<file path="src/inc/avo_pkg.sv">
/*
  Constants, register map, field layout and state encoding of the amplifier
  volume and output configuration register bank.
  Assumes a single clock domain (mclk) for everything that uses it.
*/
// Functional notes
// Volume registers are eight bits; 0xFF is +24 dB, 0xFE is +23.5 dB.
// Code 0xCF is unity gain; both volume registers reset to it.
// Code 0x07 is the lowest unmuted gain, -100 dB.
// Any volume code below 0x07 mutes that channel.
// Left gain from offset 0x04, right from 0x05, set independently.
// Output config bit 7: clear bridged stereo, set parallel-bridged mono; resets 0.
// In mono mode bit 1 picks source: clear right, set left.
// Bits 6:4 pick switching rate 6,8,10,12,14,16,20,24 times frame rate.
// Switching-rate field resets to 101, sixteen times frame rate.
// Double-speed sample rates halve the switching rate.
// Analog gain bits 3:2 reset 00; 00,01,10 valid; host never writes 11.
// Output config bit 0 resets to 1; host writes it back unchanged.
// Host neither writes nor trusts offset 0x07.
// Offset 0x08: trip level bits 5:4 writable; fault status bits 3..0 read-only.
// Volume steps 0.5 dB per code between +24 dB and -100 dB.
// Trip code 00 nominal, 01 75%, 10 50%, 11 25%.
// Clock fault status does not latch; clears when clocks recover.
// Other faults latch and halt; toggling shutdown clears them.
package avo_pkg;

  // ---------------------------------------------------------------------
  // Register offsets
  // ---------------------------------------------------------------------
  localparam logic [7:0] REG_LEFT_GAIN = 8'h04;
  localparam logic [7:0] REG_RIGHT_GAIN = 8'h05;
  localparam logic [7:0] REG_OUT_CFG = 8'h06;
  localparam logic [7:0] REG_RESERVED = 8'h07;
  localparam logic [7:0] REG_FAULT = 8'h08;

  // ---------------------------------------------------------------------
  // Reset values
  // ---------------------------------------------------------------------
  localparam logic [7:0] GAIN_RST = 8'hCF;
  localparam logic [7:0] OUT_CFG_RST = 8'h51;
  localparam logic [1:0] TRIP_RST = 2'h0;
  localparam logic [6:0] PIN_IDLE = 7'h70; // Port clock, data and shutdown_n high; faults low

  // ---------------------------------------------------------------------
  // Field positions
  // ---------------------------------------------------------------------
  localparam int MONO_BIT = 7;
  localparam int RATE_MSB = 6;
  localparam int RATE_LSB = 4;
  localparam int AGAIN_MSB = 3;
  localparam int AGAIN_LSB = 2;
  localparam int SRC_BIT = 1;
  localparam int TRIP_MSB = 5;
  localparam int TRIP_LSB = 4;

  // ---------------------------------------------------------------------
  // Volume coding
  // ---------------------------------------------------------------------
  localparam logic [7:0] VOL_UNITY_CODE = 8'hCF;
  localparam logic [7:0] VOL_MUTE_BELOW = 8'h07;

  // ---------------------------------------------------------------------
  // Switching-rate multiples of the frame rate, codes 0..7
  // ---------------------------------------------------------------------
  localparam logic [4:0] RATE_X0 = 5'h06;
  localparam logic [4:0] RATE_X1 = 5'h08;
  localparam logic [4:0] RATE_X2 = 5'h0A;
  localparam logic [4:0] RATE_X3 = 5'h0C;
  localparam logic [4:0] RATE_X4 = 5'h0E;
  localparam logic [4:0] RATE_X5 = 5'h10;
  localparam logic [4:0] RATE_X6 = 5'h14;
  localparam logic [4:0] RATE_X7 = 5'h18;

  // ---------------------------------------------------------------------
  // Overcurrent trip level in percent of nominal
  // ---------------------------------------------------------------------
  localparam logic [6:0] TRIP_PCT_0 = 7'h64;
  localparam logic [6:0] TRIP_PCT_1 = 7'h4B;
  localparam logic [6:0] TRIP_PCT_2 = 7'h32;
  localparam logic [6:0] TRIP_PCT_3 = 7'h19;

  // ---------------------------------------------------------------------
  // Control port
  // ---------------------------------------------------------------------
  localparam logic [3:0] BYTE_BITS = 4'h8;
  localparam logic [6:0] DEV_ADDR_DFLT = 7'h2A; // Arbitrary value

  // One-hot states of the two-wire port
  typedef enum logic [8:0] {
    ST_IDLE  = 9'h001,
    ST_ADDR  = 9'h002,
    ST_AACK  = 9'h004,
    ST_PTR   = 9'h008,
    ST_PACK  = 9'h010,
    ST_WDATA = 9'h020,
    ST_WACK  = 9'h040,
    ST_RDATA = 9'h080,
    ST_MACK  = 9'h100
  } avo_state_t;

endpackage

</file>
<file path="src/rtl/avo_regs.sv">
/*
  Volume and output configuration register bank reached over the two-wire
  control port, with fault latching and decoded settings for the datapath.
  Assumes the host clocks the port far slower than mclk (several mclk per
  phase) and that rate_speed_select comes from logic clocked by mclk.
*/
`timescale 1ns/1ps
module avo_regs #(
  parameter logic [6:0] DEV_ADDR = avo_pkg::DEV_ADDR_DFLT
) (
  // Clock and reset
  input wire logic mclk,
  input wire logic sys_rst,
  // Two-wire control port pins
  input wire logic scl_pin,
  input wire logic sda_in,
  output logic sda_out,
  output logic sda_oe,
  // Fault sense and shutdown pins
  input wire logic speaker_shutdown_ctrl_n,
  input wire logic clock_fault_in,
  input wire logic overcurrent_in,
  input wire logic dc_offset_in,
  input wire logic overtemp_in,
  // Sample-rate mode from the serial audio control
  input wire logic rate_speed_select,
  // Channel gain to the datapath
  output logic signed [8:0] left_gain_halfdb,
  output logic signed [8:0] right_gain_halfdb,
  output logic left_mute,
  output logic right_mute,
  // Output stage settings
  output logic parallel_bridged_mono,
  output logic mono_source_left,
  output logic [4:0] switch_rate_multiple,
  output logic [1:0] analog_gain_code,
  output logic [6:0] overcurrent_trip_pct,
  // Fault status
  output logic clock_fault_flag,
  output logic overcurrent_fault_flag,
  output logic dc_offset_fault_flag,
  output logic overtemp_fault_flag,
  output logic amp_halt
);

  // ---------------------------------------------------------------------
  // Pin synchronisation
  // ---------------------------------------------------------------------
  logic [6:0] pins_s;
  logic scl_s, sda_s, sd_n_s, clkf_s, oc_s, dc_s, ot_s;
  logic scl_d_reg, sda_d_reg;

  avo_sync #(.WIDTH(7), .RST_VAL(avo_pkg::PIN_IDLE)) u_sync (
    .mclk(mclk),
    .sys_rst(sys_rst),
    .async_in({scl_pin, sda_in, speaker_shutdown_ctrl_n, clock_fault_in,
               overcurrent_in, dc_offset_in, overtemp_in}),
    .sync_out(pins_s)
  );
  assign {scl_s, sda_s, sd_n_s, clkf_s, oc_s, dc_s, ot_s} = pins_s;

  // Delayed copies for edge finding; idle bus is high
  always_ff @(posedge mclk or posedge sys_rst) begin
    if (sys_rst) begin
      scl_d_reg <= 1'b1;
      sda_d_reg <= 1'b1;
    end else begin
      scl_d_reg <= scl_s;
      sda_d_reg <= sda_s;
    end
  end

  logic scl_rise, scl_fall, start_seen, stop_seen;
  assign scl_rise = scl_s & ~scl_d_reg;
  assign scl_fall = ~scl_s & scl_d_reg;
  assign start_seen = scl_s & scl_d_reg & sda_d_reg & ~sda_s;
  assign stop_seen = scl_s & scl_d_reg & ~sda_d_reg & sda_s;

  // ---------------------------------------------------------------------
  // Register state
  // ---------------------------------------------------------------------
  logic [7:0] left_reg, left_next, right_reg, right_next, cfg_reg, cfg_next;
  logic [1:0] trip_reg, trip_next;
  logic oc_reg, oc_next, dc_reg, dc_next, ot_reg, ot_next, clkf_reg, clkf_next;

  // Read mux shared by both points that load a read byte
  function automatic logic [7:0] rd_byte(input logic [7:0] a);
    case (a)
      avo_pkg::REG_LEFT_GAIN: rd_byte = left_reg;
      avo_pkg::REG_RIGHT_GAIN: rd_byte = right_reg;
      avo_pkg::REG_OUT_CFG: rd_byte = cfg_reg;
      avo_pkg::REG_FAULT: rd_byte = {2'h0, trip_reg, clkf_reg, oc_reg, dc_reg, ot_reg};
      default: rd_byte = 8'h00;
    endcase
  endfunction

  // Volume code to signed half-dB steps around unity
  function automatic logic signed [8:0] to_halfdb(input logic [7:0] c);
    to_halfdb = $signed({1'b0, c}) - $signed({1'b0, avo_pkg::VOL_UNITY_CODE});
  endfunction

  // ---------------------------------------------------------------------
  // Control port state machine
  // ---------------------------------------------------------------------
  avo_pkg::avo_state_t state_reg, state_next;
  logic [7:0] shift_reg, shift_next, ptr_reg, ptr_next;
  logic [3:0] cnt_reg, cnt_next;
  logic rw_reg, rw_next, nack_reg, nack_next, oe_reg, oe_next;
  logic wr_en;
  logic [7:0] wr_addr, wr_data, rd_now;
  logic byte_done;

  assign byte_done = scl_fall && (cnt_reg == avo_pkg::BYTE_BITS);

  // Next state of the port; stop and start win over any bit in flight
  always_comb begin
    state_next = state_reg;
    shift_next = shift_reg;
    ptr_next = ptr_reg;
    cnt_next = cnt_reg;
    rw_next = rw_reg;
    nack_next = nack_reg;
    oe_next = oe_reg;
    wr_en = 1'b0;
    wr_addr = ptr_reg;
    wr_data = shift_reg;
    rd_now = rd_byte(ptr_reg);
    if (stop_seen) begin
      state_next = avo_pkg::ST_IDLE;
      oe_next = 1'b0;
    end else if (start_seen) begin
      state_next = avo_pkg::ST_ADDR;
      cnt_next = 4'h0;
      oe_next = 1'b0;
    end else begin
      case (state_reg)
        avo_pkg::ST_ADDR, avo_pkg::ST_PTR, avo_pkg::ST_WDATA: begin
          if (scl_rise) begin
            shift_next = {shift_reg[6:0], sda_s};
            cnt_next = cnt_reg + 4'h1;
          end else if (byte_done) begin
            cnt_next = 4'h0;
            oe_next = 1'b1;
            if (state_reg == avo_pkg::ST_ADDR) begin
              rw_next = shift_reg[0];
              state_next = avo_pkg::ST_AACK;
              // Another address: stay off the bus
              if (shift_reg[7:1] != DEV_ADDR) begin
                oe_next = 1'b0;
                state_next = avo_pkg::ST_IDLE;
              end
            end else if (state_reg == avo_pkg::ST_PTR) begin
              ptr_next = shift_reg;
              state_next = avo_pkg::ST_PACK;
            end else begin
              wr_en = 1'b1;
              ptr_next = ptr_reg + 8'h01;
              state_next = avo_pkg::ST_WACK;
            end
          end
        end
        avo_pkg::ST_AACK: begin
          if (scl_fall) begin
            if (rw_reg) begin
              shift_next = rd_now;
              oe_next = ~rd_now[7];
              cnt_next = 4'h1;
              state_next = avo_pkg::ST_RDATA;
            end else begin
              oe_next = 1'b0;
              state_next = avo_pkg::ST_PTR;
            end
          end
        end
        avo_pkg::ST_PACK, avo_pkg::ST_WACK: begin
          if (scl_fall) begin
            oe_next = 1'b0;
            state_next = avo_pkg::ST_WDATA;
          end
        end
        avo_pkg::ST_RDATA: begin
          if (byte_done) begin
            oe_next = 1'b0;
            ptr_next = ptr_reg + 8'h01;
            state_next = avo_pkg::ST_MACK;
          end else if (scl_fall) begin
            // Open drain: a one is sent by releasing the line
            oe_next = ~shift_reg[6];
            shift_next = {shift_reg[6:0], 1'b0};
            cnt_next = cnt_reg + 4'h1;
          end
        end
        avo_pkg::ST_MACK: begin
          if (scl_rise) begin
            nack_next = sda_s;
          end else if (scl_fall) begin
            if (nack_reg) begin
              state_next = avo_pkg::ST_IDLE;
            end else begin
              shift_next = rd_now;
              oe_next = ~rd_now[7];
              cnt_next = 4'h1;
              state_next = avo_pkg::ST_RDATA;
            end
          end
        end
        avo_pkg::ST_IDLE: begin
          oe_next = 1'b0;
        end
        default: begin
          state_next = avo_pkg::ST_IDLE;
          oe_next = 1'b0;
        end
      endcase
    end
  end

  // Port registers
  always_ff @(posedge mclk or posedge sys_rst) begin
    if (sys_rst) begin
      state_reg <= avo_pkg::ST_IDLE;
      shift_reg <= 8'h00;
      ptr_reg <= 8'h00;
      cnt_reg <= 4'h0;
      rw_reg <= 1'b0;
      nack_reg <= 1'b0;
      oe_reg <= 1'b0;
    end else begin
      state_reg <= state_next;
      shift_reg <= shift_next;
      ptr_reg <= ptr_next;
      cnt_reg <= cnt_next;
      rw_reg <= rw_next;
      nack_reg <= nack_next;
      oe_reg <= oe_next;
    end
  end
  assign sda_oe = oe_reg;
  assign sda_out = 1'b0; // Line is only ever pulled low

  // ---------------------------------------------------------------------
  // Register writes and fault latching
  // ---------------------------------------------------------------------
  // Writes to the reserved slot and unmapped offsets are dropped
  always_comb begin
    left_next = left_reg;
    right_next = right_reg;
    cfg_next = cfg_reg;
    trip_next = trip_reg;
    if (wr_en) begin
      case (wr_addr)
        avo_pkg::REG_LEFT_GAIN: left_next = wr_data;
        avo_pkg::REG_RIGHT_GAIN: right_next = wr_data;
        avo_pkg::REG_OUT_CFG: cfg_next = wr_data;
        avo_pkg::REG_FAULT: trip_next = wr_data[avo_pkg::TRIP_MSB:avo_pkg::TRIP_LSB];
        default: left_next = left_reg;
      endcase
    end
    // Shutdown held low clears; a fault present at the same time wins
    oc_next = (oc_reg & sd_n_s) | oc_s;
    dc_next = (dc_reg & sd_n_s) | dc_s;
    ot_next = (ot_reg & sd_n_s) | ot_s;
    clkf_next = clkf_s;
  end

  // Bank registers
  always_ff @(posedge mclk or posedge sys_rst) begin
    if (sys_rst) begin
      left_reg <= avo_pkg::GAIN_RST;
      right_reg <= avo_pkg::GAIN_RST;
      cfg_reg <= avo_pkg::OUT_CFG_RST;
      trip_reg <= avo_pkg::TRIP_RST;
      oc_reg <= 1'b0;
      dc_reg <= 1'b0;
      ot_reg <= 1'b0;
      clkf_reg <= 1'b0;
    end else begin
      left_reg <= left_next;
      right_reg <= right_next;
      cfg_reg <= cfg_next;
      trip_reg <= trip_next;
      oc_reg <= oc_next;
      dc_reg <= dc_next;
      ot_reg <= ot_next;
      clkf_reg <= clkf_next;
    end
  end
  assign clock_fault_flag = clkf_reg;
  assign overcurrent_fault_flag = oc_reg;
  assign dc_offset_fault_flag = dc_reg;
  assign overtemp_fault_flag = ot_reg;

  // ---------------------------------------------------------------------
  // Decoded settings for the datapath
  // ---------------------------------------------------------------------
  logic signed [8:0] lg_next, rg_next;
  logic lm_next, rm_next, mono_next, src_next, halt_next;
  logic [4:0] base_rate, mult_next;
  logic [6:0] pct_next;

  // Registered decode costs one cycle of lag but keeps outputs glitch free
  always_comb begin
    lg_next = to_halfdb(left_reg);
    rg_next = to_halfdb(right_reg);
    lm_next = left_reg < avo_pkg::VOL_MUTE_BELOW;
    rm_next = right_reg < avo_pkg::VOL_MUTE_BELOW;
    mono_next = cfg_reg[avo_pkg::MONO_BIT];
    src_next = cfg_reg[avo_pkg::SRC_BIT];
    case (cfg_reg[avo_pkg::RATE_MSB:avo_pkg::RATE_LSB])
      3'h0: base_rate = avo_pkg::RATE_X0;
      3'h1: base_rate = avo_pkg::RATE_X1;
      3'h2: base_rate = avo_pkg::RATE_X2;
      3'h3: base_rate = avo_pkg::RATE_X3;
      3'h4: base_rate = avo_pkg::RATE_X4;
      3'h5: base_rate = avo_pkg::RATE_X5;
      3'h6: base_rate = avo_pkg::RATE_X6;
      default: base_rate = avo_pkg::RATE_X7;
    endcase
    mult_next = rate_speed_select ? {1'b0, base_rate[4:1]} : base_rate;
    case (trip_reg)
      2'h0: pct_next = avo_pkg::TRIP_PCT_0;
      2'h1: pct_next = avo_pkg::TRIP_PCT_1;
      2'h2: pct_next = avo_pkg::TRIP_PCT_2;
      default: pct_next = avo_pkg::TRIP_PCT_3;
    endcase
    halt_next = oc_reg | dc_reg | ot_reg | clkf_reg | ~sd_n_s;
  end

  // Output registers
  always_ff @(posedge mclk or posedge sys_rst) begin
    if (sys_rst) begin
      left_gain_halfdb <= 9'h000;
      right_gain_halfdb <= 9'h000;
      left_mute <= 1'b0;
      right_mute <= 1'b0;
      parallel_bridged_mono <= 1'b0;
      mono_source_left <= 1'b0;
      switch_rate_multiple <= avo_pkg::RATE_X5;
      analog_gain_code <= 2'h0;
      overcurrent_trip_pct <= avo_pkg::TRIP_PCT_0;
      amp_halt <= 1'b1;
    end else begin
      left_gain_halfdb <= lg_next;
      right_gain_halfdb <= rg_next;
      left_mute <= lm_next;
      right_mute <= rm_next;
      parallel_bridged_mono <= mono_next;
      mono_source_left <= src_next;
      switch_rate_multiple <= mult_next;
      analog_gain_code <= cfg_reg[avo_pkg::AGAIN_MSB:avo_pkg::AGAIN_LSB];
      overcurrent_trip_pct <= pct_next;
      amp_halt <= halt_next;
    end
  end
endmodule // avo_regs

</file>
<file path="src/rtl/avo_sync.sv">
/*
  Two-stage synchroniser for a bundle of independent level inputs.
  Assumes each bit is a level whose transitions may be arbitrary.
*/
`timescale 1ns/1ps
module avo_sync #(
  parameter int WIDTH = 1,
  parameter logic [WIDTH-1:0] RST_VAL = '0
) (
  // Clock and reset
  input wire logic mclk,
  input wire logic sys_rst,
  // Raw and synchronised levels
  input wire logic [WIDTH-1:0] async_in,
  output logic [WIDTH-1:0] sync_out
);
  logic [WIDTH-1:0] meta_reg;

  // First stage is read only by the second; reset to idle levels so no false edge follows
  always_ff @(posedge mclk or posedge sys_rst) begin
    if (sys_rst) begin
      meta_reg <= RST_VAL;
      sync_out <= RST_VAL;
    end else begin
      meta_reg <= async_in;
      sync_out <= meta_reg;
    end
  end
endmodule // avo_sync

</file>
<file path="config.mk">
export PLATFORM = sky130hd
export DESIGN_NAME = avo_regs
export DESIGN_NICKNAME = d
export VERILOG_FILES = /design/src/inc/avo_pkg.sv /design/src/rtl/avo_regs.sv /design/src/rtl/avo_sync.sv
export SDC_FILE = /design/constraint.sdc
export NUM_CORES = 1
export LEC_CHECK = 0
export BUFFER_PORTS_ARGS = -buffer_cell sky130_fd_sc_hd__buf_2
export CAP_MARGIN = 20
export CORE_MARGIN = 2
export CORE_UTILIZATION = 29
export DETAILED_ROUTE_END_ITERATION = 16
export HOLD_SLACK_MARGIN = 0.03
export PLACE_DENSITY = 0.47
export REMOVE_ABC_BUFFERS = 1
export SKIP_CTS_REPAIR_TIMING = 1
export SLEW_MARGIN = 10
export SYNTH_ARGS = -nofsm -noshare
export SYNTH_HDL_FRONTEND = slang
export SYNTH_SLANG_ARGS = --single-unit
</file>
<file path="constraint.sdc">
create_clock -name mclk -period 4.4 [get_ports mclk]
set_input_delay 0.44 -clock mclk [delete_from_list [all_inputs] [get_ports mclk]]
set_output_delay 0.44 -clock mclk [all_outputs]
set_load 0.02 [all_outputs]
</file>
# ---- Word level (Yosys, flattened, before mapping)
# Index checks and enable logic that the tools add are counted.
dict set report totals {
  mem_bits_rw 0
  latchBits 0
  input_bits 10
  elab_cells 201
  out_inout_bits 43
  regBits 115
  mem_count 0
  romBits 0
}
dict set report classes {
  muxes 67
  n_shift 0
  bitwise 27
  mul 0
  reduce_logical 19
  order_cmp 2
  div 0
  eq_ne 53
  add_sub_neg 4
}
# operator count
set op_table {}
lappend op_table {{$mux 8} 15}
lappend op_table {{$mux 9} 10}
lappend op_table {{$pmux 8 s4} 2}
lappend op_table {{$pmux 9 s6} 1}
lappend op_table {{$mux 4} 10}
lappend op_table {{$ne 4x4->1 const B} 9}
lappend op_table {{$pmux 5 s7} 1}
lappend op_table {{$eq 8x3->1 const B} 3}
lappend op_table {{$ne 2x2->1 const B} 12}
lappend op_table {{$ne 3x3->1 const B} 8}
lappend op_table {{$mux 1} 21}
lappend op_table {{$pmux 7 s3} 1}
lappend op_table {{$sub 8x8->9 const B} 2}
lappend op_table {{$lt 8x3->1 const B} 2}
lappend op_table {{$pmux 4 s4} 1}
lappend op_table {{$pmux 8 s2} 1}
lappend op_table {{$reduce_and 8->1} 2}
lappend op_table {{$reduce_and 11->1} 1}
lappend op_table {{$and 1x1->1} 10}
lappend op_table {{$not 1->1} 10}
lappend op_table {{$reduce_and 10->1} 1}
lappend op_table {{$eq 3x3->1 const B} 3}
lappend op_table {{$eq 9x1->1 const B} 1}
lappend op_table {{$eq 9x2->1 const B} 1}
lappend op_table {{other kinds (34)} 44}

# ---- Longest topological paths before layout
# Gate-level depths: netlist of run 1.
dict set report depth {
  depth_word 9
  ltp_mapped 9
  ltp_nobuf 7
}

# ---- Cells and area by module
# Synthesis of run 1 repeated with hierarchy kept, for this count alone.
dict set report hier_totals {
  hier_cells 482
  hier_area_um2 5413.9
}
# module cells_per_inst seq_area_each_um2 instances area_each_um2
set modules_own_cells {}
lappend modules_own_cells {avo_regs 467 2531.2 1 5052.3}
lappend modules_own_cells {avo_sync 15 357.8 1 361.6}

# ---- Worst setup path after synthesis of run 1
# Ideal clock, no wire load.
dict set report synth_path {
  kind {reg2reg}
  startpoint {register state_reg[5]}
  endpoint {register state_reg[0]}
  setup_ns 0.082
  n_path_buf 1
  slack_ns 2.227
  required_time_ns 4.318
  stages_incl_launch_ff 8
  t_arrival_ns 2.090
  cell_sequence {dfrtp_1 -> buf_6 -> or4_4 -> nor3_4 -> nor2_1 -> a22o_1 -> a21oi_2 -> mux2_2}
}
dict set report synth_via {
  elab_chain_cells 7
  elab_cells_between_ends 26
  cone_classes {eq/ne: 17; mux: 6; reduce/logical: 3}
}
# item line_no
set synth_rtl {}
lappend synth_rtl {{start: declaration} avo_regs.sv:105} ;# avo_pkg::avo_state_t state_reg, state_next;
lappend synth_rtl {{start signal: assignment} avo_regs.sv:221} ;# state_reg <= avo_pkg::ST_IDLE;
lappend synth_rtl {{start signal: assignment} avo_regs.sv:229} ;# state_reg <= state_next;
lappend synth_rtl {{$eq 9x2->1} {avo_regs.sv:136, avo_regs.sv:144}}
lappend synth_rtl {{$mux 9} avo_regs.sv:144} ;# if (state_reg == avo_pkg::ST_ADDR) begin
lappend synth_rtl {{$mux 9} avo_regs.sv:141} ;# end else if (byte_done) begin
lappend synth_rtl {{$mux 9} avo_regs.sv:138} ;# if (scl_rise) begin
lappend synth_rtl {{$pmux 9 s6} avo_regs.sv:136} ;# case (state_reg)
lappend synth_rtl {{$mux 9} avo_regs.sv:131} ;# end else if (start_seen) begin
lappend synth_rtl {{$mux 9} avo_regs.sv:128} ;# if (stop_seen) begin
# Several ways; a longest one is shown, not always the timed one. The select of a mux whose other input is x is not followed.
# A chain may end at the register's enable or synchronous reset.

# ---- Final worst setup path of run 1
dict set report layout_path {
  startpoint {register state_reg[5]}
  endpoint {register cnt_reg[1]}
}
dict set report layout_via {
  elab_chain_cells 4
  elab_cells_between_ends 19
  cone_classes {eq/ne: 14; mux: 2; reduce/logical: 3}
}
# item line_no
set layout_rtl {}
lappend layout_rtl {{$eq 9x2->1 (tied with other cells)} avo_regs.sv:136}
lappend layout_rtl {{$reduce_or 3->1} avo_regs.sv:136}
lappend layout_rtl {{$ne 4x4->1 (no line) (tied with other cells)} -}
lappend layout_rtl {{$reduce_and 10->1 (no line) or $mux 4 (tied branches)} -}
lappend layout_rtl {{end signal: assignment} avo_regs.sv:232} ;# cnt_reg <= cnt_next;
lappend layout_rtl {{end: declaration} avo_regs.sv:107} ;# logic [3:0] cnt_reg, cnt_next;
# Several ways; a longest one is shown, not always the timed one.

==> results.sh, run 1 <==
export IMPL_status="finished clean"
export IMPL_ys_flop_type="dfrtp_1"
export IMPL_dr_first_iter_drc_count=255
export IMPL_dieWidth_um=140
export IMPL_ff2ff_path_depth=6
export IMPL_clock_sinks=114
export IMPL_finalSetupViolations=0
export IMPL_worst_slew_pin_slew_ns=1.01
export IMPL_crit_slowest_cell="nor4_4"
export IMPL_worst_hold_slack_ns=0.127
export IMPL_r2r_end="cnt_reg[1]"
export IMPL_path_cells="nor4_4 > nand3_2 > nand4_2 > o21ai_2 > or4b_1 > a21oi_1"
export IMPL_grt_pass1_wl_um=21400
export IMPL_hp_class="primary input to flop"
export IMPL_grt_overflow=0
export IMPL_mostFrequentLayoutCells="dfrtp_1 (85), buf_2 (51), nand2_1 (45)"
export IMPL_layout_commonest_cell="dfrtp_1"
export IMPL_clkTransAtPathRegs_ns=0.06
export IMPL_ys_warn_count=0
export IMPL_timing_rr_start="state_reg[5]"
export IMPL_drv_cap=0
export IMPL_rsz0062_at_grt="no"
export IMPL_crit_type="flop to flop"
export IMPL_worstPathArrival_ns=2.94
export IMPL_hold_violations=0
export IMPL_synth_cell_type_count=69
export IMPL_dp_cells=761
export IMPL_post_route_min_period_ns=2.60
export IMPL_ys_seq_area_frac=0.535
export IMPL_area_growth_syn_to_layout_pct=19.3
export IMPL_dr_pass1_iters=5
export IMPL_track_usage=0.138
export IMPL_cts_htree_levels=4
export IMPL_max_stage_delay_ns=0.51
export IMPL_clockRootBuffer="clkbuf_16"
export IMPL_worst_slack_ns=1.80
export IMPL_finalMaxSlewViolations=0
export IMPL_leakage_uw=0.00282
export IMPL_critPathLaunchType="flop"
export IMPL_routabilityCongestion=0.852
export IMPL_instances_no_fill=794
export IMPL_final_util=0.355
export IMPL_post_route_period_util=0.591
export IMPL_cts_inserted_buffers=17
export IMPL_grt_pass1_vias=4042
export IMPL_num_vias=4014
export IMPL_ff2ff_setup_slack_ns=1.80
export IMPL_async_flop_share=1.00
export IMPL_cp_num_buf_inv=0
export IMPL_insertion_delay_ns=0.41
export IMPL_crit_family="simple AND/OR/NAND/NOR gates"
export IMPL_crit_required_ns=4.74
export IMPL_hpwl_um=8900
export IMPL_fin_worst_skew_ns=0.00857
export IMPL_critPathMaxFanout=16
export IMPL_vdd_ir_drop_max_uv=249
export IMPL_drc=0
export IMPL_cp_depth=6
export IMPL_grt_max_degree=49
export IMPL_pre_cts_slack_ns=1.80
export IMPL_slew_headroom=0.323
export IMPL_fin_tns_setup_ns=0
export IMPL_netlist_instances=504
export IMPL_netlist_area_um2=5400
export IMPL_io_buffers=51
export IMPL_synth_edff_count=0
export IMPL_critPathLaunch="state_reg[5]"
export IMPL_initial_utilization=0.298
export IMPL_ant_nets=0
export IMPL_seqCellArea_um2=2890
export IMPL_num_io_pins=53
export IMPL_multi_input_area_um2=2340
export IMPL_critPathCaptureType="flop"
export IMPL_via_per_inst=5.06
export IMPL_power_density_nw_per_um2=404
export IMPL_detail_route_wirelength_um=12900
export IMPL_antenna_found_initial=0
export IMPL_crit_path_end="cnt_reg[1]"
export IMPL_routedWlPerCell_um=16.2
export IMPL_antennaDiodeCount=0
export IMPL_die_area_um2=19700
export IMPL_nets=574
export IMPL_clockBufferDepth=2
export IMPL_cts_tree="done"
export IMPL_row_count=49
export IMPL_ys_ff_latch=114
export IMPL_fill_cells=1833
export IMPL_synth_avg_cell_area_um2=10.7
export IMPL_die_height_um=140
export IMPL_core_um2=18100
export IMPL_timing_fmax_mhz=384
export IMPL_layout_drive_gt1_share=0.283
-- metrics by stage --
step	total power, µW	instance area [µm²]
finish	2600	6440
global route	2710	6440
CTS	2650	6430
detailed placement	1250	5830
global placement	1240	5830
floorplan	1200	5270
-- logic make-up (layout without fill, tap and decap cells) --
kind of cell	Yosys count	count (layout)	synth area share
simple gates	165	165	0.167
compound gates	128	128	0.150
flops	114	114	0.535
buf+inv	38	99	0.0324
mux	31	31	0.0630
xor+xnor	15	15	0.0243
fa+ha+maj	12	12	0.0278
other cells	1	1	0.000694
-- cell usage after synthesis (4+ instances only) --
cell type	number	share of area
nand4_1	4	0.0046
mux2_2	24	0.050
xnor2_1	6	0.0097
a21oi_1	31	0.029
o31ai_1	4	0.0056
nor4_1	6	0.0070
nand3_1	27	0.025
a21o_1	5	0.0070
nor2_1	27	0.019
nor3_1	9	0.0083
and3_1	4	0.0046
nand2_1	45	0.031
buf_2	8	0.0074
a22oi_1	13	0.018
ha_1	12	0.028
nor2b_1	4	0.0046
dfrtp_1	85	0.39
dfstp_2	29	0.14
o21ai_0	38	0.035
or2_2	4	0.0046
xor2_1	9	0.015
mux2i_1	7	0.013
o22ai_1	8	0.0093
clkbuf_1	13	0.0090
inv_1	13	0.0090
o211ai_1	4	0.0056
-- worst min path at each step --
stage	startpoint	endpoint	slack, ns	cells past startpoint
floorplan	u_sync.sync_out[3]	clock_fault_flag	0.33	0
global placement	u_sync.sync_out[3]	clock_fault_flag	0.33	0
detailed placement	u_sync.meta_reg[0]	u_sync.sync_out[0]	0.34	0
CTS	sys_rst	state_reg[2]	-0.01	2
global route	scl_pin	u_sync.meta_reg[6]	0.11	1
finish	scl_pin	u_sync.meta_reg[6]	0.13	1
-- area by class of cell --
cell class                      instances  area share
Multi-Input combinational cell        352       0.363
Clock inverter                         11      0.0198
Timing Repair Buffer                   54      0.0435
Clock buffer                           21      0.0730
Inverter                               13     0.00796
Sequential cell                       114       0.449
Tap cell                              229      0.0445
-- layer usage --
metal | part of all wire | up-vias | track usage
met5 | 0 | - | 0
met3 | 0.040 | 19 | 0.0400
met2 | 0.48 | 99 | 0.220
li1 | - | 1927 | -
met1 | 0.46 | 1969 | 0.176
met4 | 0.021 | 0 | 0.0584
-- where the power goes --
group	switching (µW)	internal, µW	total (µW)
registers	29.5	1080	1110
logic	81.1	42.1	123
clock network	492	880	1370
Note: power is estimated with default switching activity, not from simulation.
==> inputs of run 2 (changes only) <==
--- a/config.mk
+++ b/config.mk
@@ -11,7 +11,7 @@
 export CORE_UTILIZATION = 29
 export DETAILED_ROUTE_END_ITERATION = 16
 export HOLD_SLACK_MARGIN = 0.03
-export PLACE_DENSITY = 0.47
+export PLACE_DENSITY = 0.49
 export REMOVE_ABC_BUFFERS = 1
 export SKIP_CTS_REPAIR_TIMING = 1
 export SLEW_MARGIN = 10
==> constraint.sdc (replaced) <==
create_clock -name mclk -period 2.3 [get_ports mclk]
set_input_delay 0.23 -clock mclk [delete_from_list [all_inputs] [get_ports mclk]]
set_output_delay 0.23 -clock mclk [all_outputs]
set_load 0.02 [all_outputs]
==> results.sh, run 2 (synthesis gave the netlist of run 1 again) <==
export IMPL_antenna_found_initial=0
export IMPL_clockBufferDepth=2
export IMPL_ant_nets=0
export IMPL_fin_worst_skew_ns=0.00661
export IMPL_routabilityCongestion=0.851
export IMPL_mostFrequentLayoutCells="dfrtp_1 (84), buf_2 (51), buf_4 (47)"
export IMPL_io_buffers=51
export IMPL_finalMaxSlewViolations=0
export IMPL_comb_power_share=0.053
export IMPL_rsz0062_at_grt="yes"
export IMPL_status="finished clean"
export IMPL_crit_path_end="cfg_reg[1]"
export IMPL_drc=0
export IMPL_grt_overflow=0
export IMPL_ff2ff_setup_slack_ns=0.07
export IMPL_row_count=49
export IMPL_cts_inserted_buffers=17
export IMPL_crit_type="flop to flop"
export IMPL_post_route_period_util=0.970
export IMPL_grt_pass1_wl_um=21700
export IMPL_clkTransAtPathRegs_ns=0.06
export IMPL_dieWidth_um=140
export IMPL_track_usage=0.140
export IMPL_critPathLaunch="state_reg[3]"
export IMPL_finalSetupViolations=0
export IMPL_routedWlPerCell_um=15.5
export IMPL_vdd_ir_drop_max_uv=500
export IMPL_layout_commonest_cell="dfrtp_1"
export IMPL_cts_htree_levels=4
export IMPL_switching_share=0.222
export IMPL_worst_slack_ns=0.0701
export IMPL_cts_tree="done"
export IMPL_critPathMaxFanout=8
export IMPL_hold_violations=0
export IMPL_core_um2=18100
export IMPL_power_internal_uw=4100
export IMPL_area_growth_syn_to_layout_pct=29.3
export IMPL_initial_utilization=0.298
export IMPL_antennaDiodeCount=0
export IMPL_p_clk_frac=0.547
export IMPL_die_area_um2=19700
export IMPL_seqPwrFrac=0.400
export IMPL_hp_class="primary input to flop"
export IMPL_r2r_end="cfg_reg[1]"
export IMPL_num_vias=4213
export IMPL_critPathCaptureType="flop"
export IMPL_nets=628
export IMPL_power_density_nw_per_um2=755
export IMPL_post_route_min_period_ns=2.23
export IMPL_crit_required_ns=2.59
export IMPL_worst_hold_slack_ns=0.127
export IMPL_detail_route_wirelength_um=13200
export IMPL_clock_sinks=114
export IMPL_pre_cts_slack_ns=0.0367
export IMPL_dr_pass1_iters=5
export IMPL_drv_cap=0
export IMPL_grt_pass1_vias=4156
export IMPL_leakage_uw=0.00312
export IMPL_p_switching_uw=1170
export IMPL_clockRootBuffer="clkbuf_16"
export IMPL_dr_first_iter_drc_count=220
export IMPL_timing_rr_start="state_reg[3]"
export IMPL_critPathLaunchType="flop"
export IMPL_grt_max_degree=58
export IMPL_num_io_pins=53
export IMPL_via_per_inst=4.97
export IMPL_hpwl_um=9440
export IMPL_die_height_um=140
export IMPL_insertion_delay_ns=0.41
export IMPL_worstPathArrival_ns=2.52
export IMPL_timing_fmax_mhz=448
export IMPL_layout_drive_gt1_share=0.349
export IMPL_ff2ff_path_depth=6
==> run 2: cell type report <==
cell class                 instances  area, µm²
clock buffer                      21        480
clock inverter                    11        175
fill                            1809      11200
inverter                          13       51.3
multi-input combinational        352       2370
sequential                       114       2890
tap                              229        287
timing repair buffer             108        728
==> run 2: stage by stage <==
stage / total power [µW] / std cells / utilization / area (µm²) / setup TNS (ns)
after floorplan: 2300 / 479 / - / 5270 / -79.50
after global placement: 2400 / 806 / 0.341 / 6200 / 0
after detailed placement: 2410 / 806 / 0.341 / 6200 / 0
after CTS: 5320 / 838 / 0.378 / 6850 / 0
after global routing: 5480 / 848 / 0.385 / 6980 / -0.270
final: 5270 / 848 / 0.385 / 6980 / 0
==> run 2: routing by layer <==
layer | wire (µm) | track usage | vias up
li1 | - | - | 2031
met1 | 5970 | 0.176 | 2074
met2 | 6420 | 0.228 | 94
met3 | 597 | 0.0383 | 14
met4 | 172 | 0.0584 | 0
met5 | 0 | 0 | -
==> run 2: worst min path at each step <==
stage	slack [ns]	end	startpoint	depth (start not counted)
4_1_cts	-0.20	ptr_reg[4]	sys_rst	2
3_3_place_gp	0.24	u_sync.sync_out[0]	sys_rst	2
3_5_place_dp	0.25	u_sync.sync_out[0]	sys_rst	2
6_report	0.13	switch_rate_multiple[0]	rate_speed_select	3
5_1_grt	0.14	switch_rate_multiple[0]	rate_speed_select	3
2_1_floorplan	0.23	u_sync.meta_reg[4]	speaker_shutdown_ctrl_n	0
==> run 2: power by group through the flow <==
stage	Sequential, µW	Clock [µW]	Combinational [µW]
final	2110	2890	278
after CTS	2110	2950	268
after global routing	2120	3050	316
after global placement	2140	0	265
after floorplan	2140	0	162
after detailed placement	2140	0	267
==> run 2: worst max-delay path: stages (launching register included) <==
cell and delay (ns):
dfrtp_1 0.42, or4_4 0.58, nor2_1 0.16, nand4_1 0.20
nor2_2 0.25, nand2_2 0.18, mux2_2 0.31
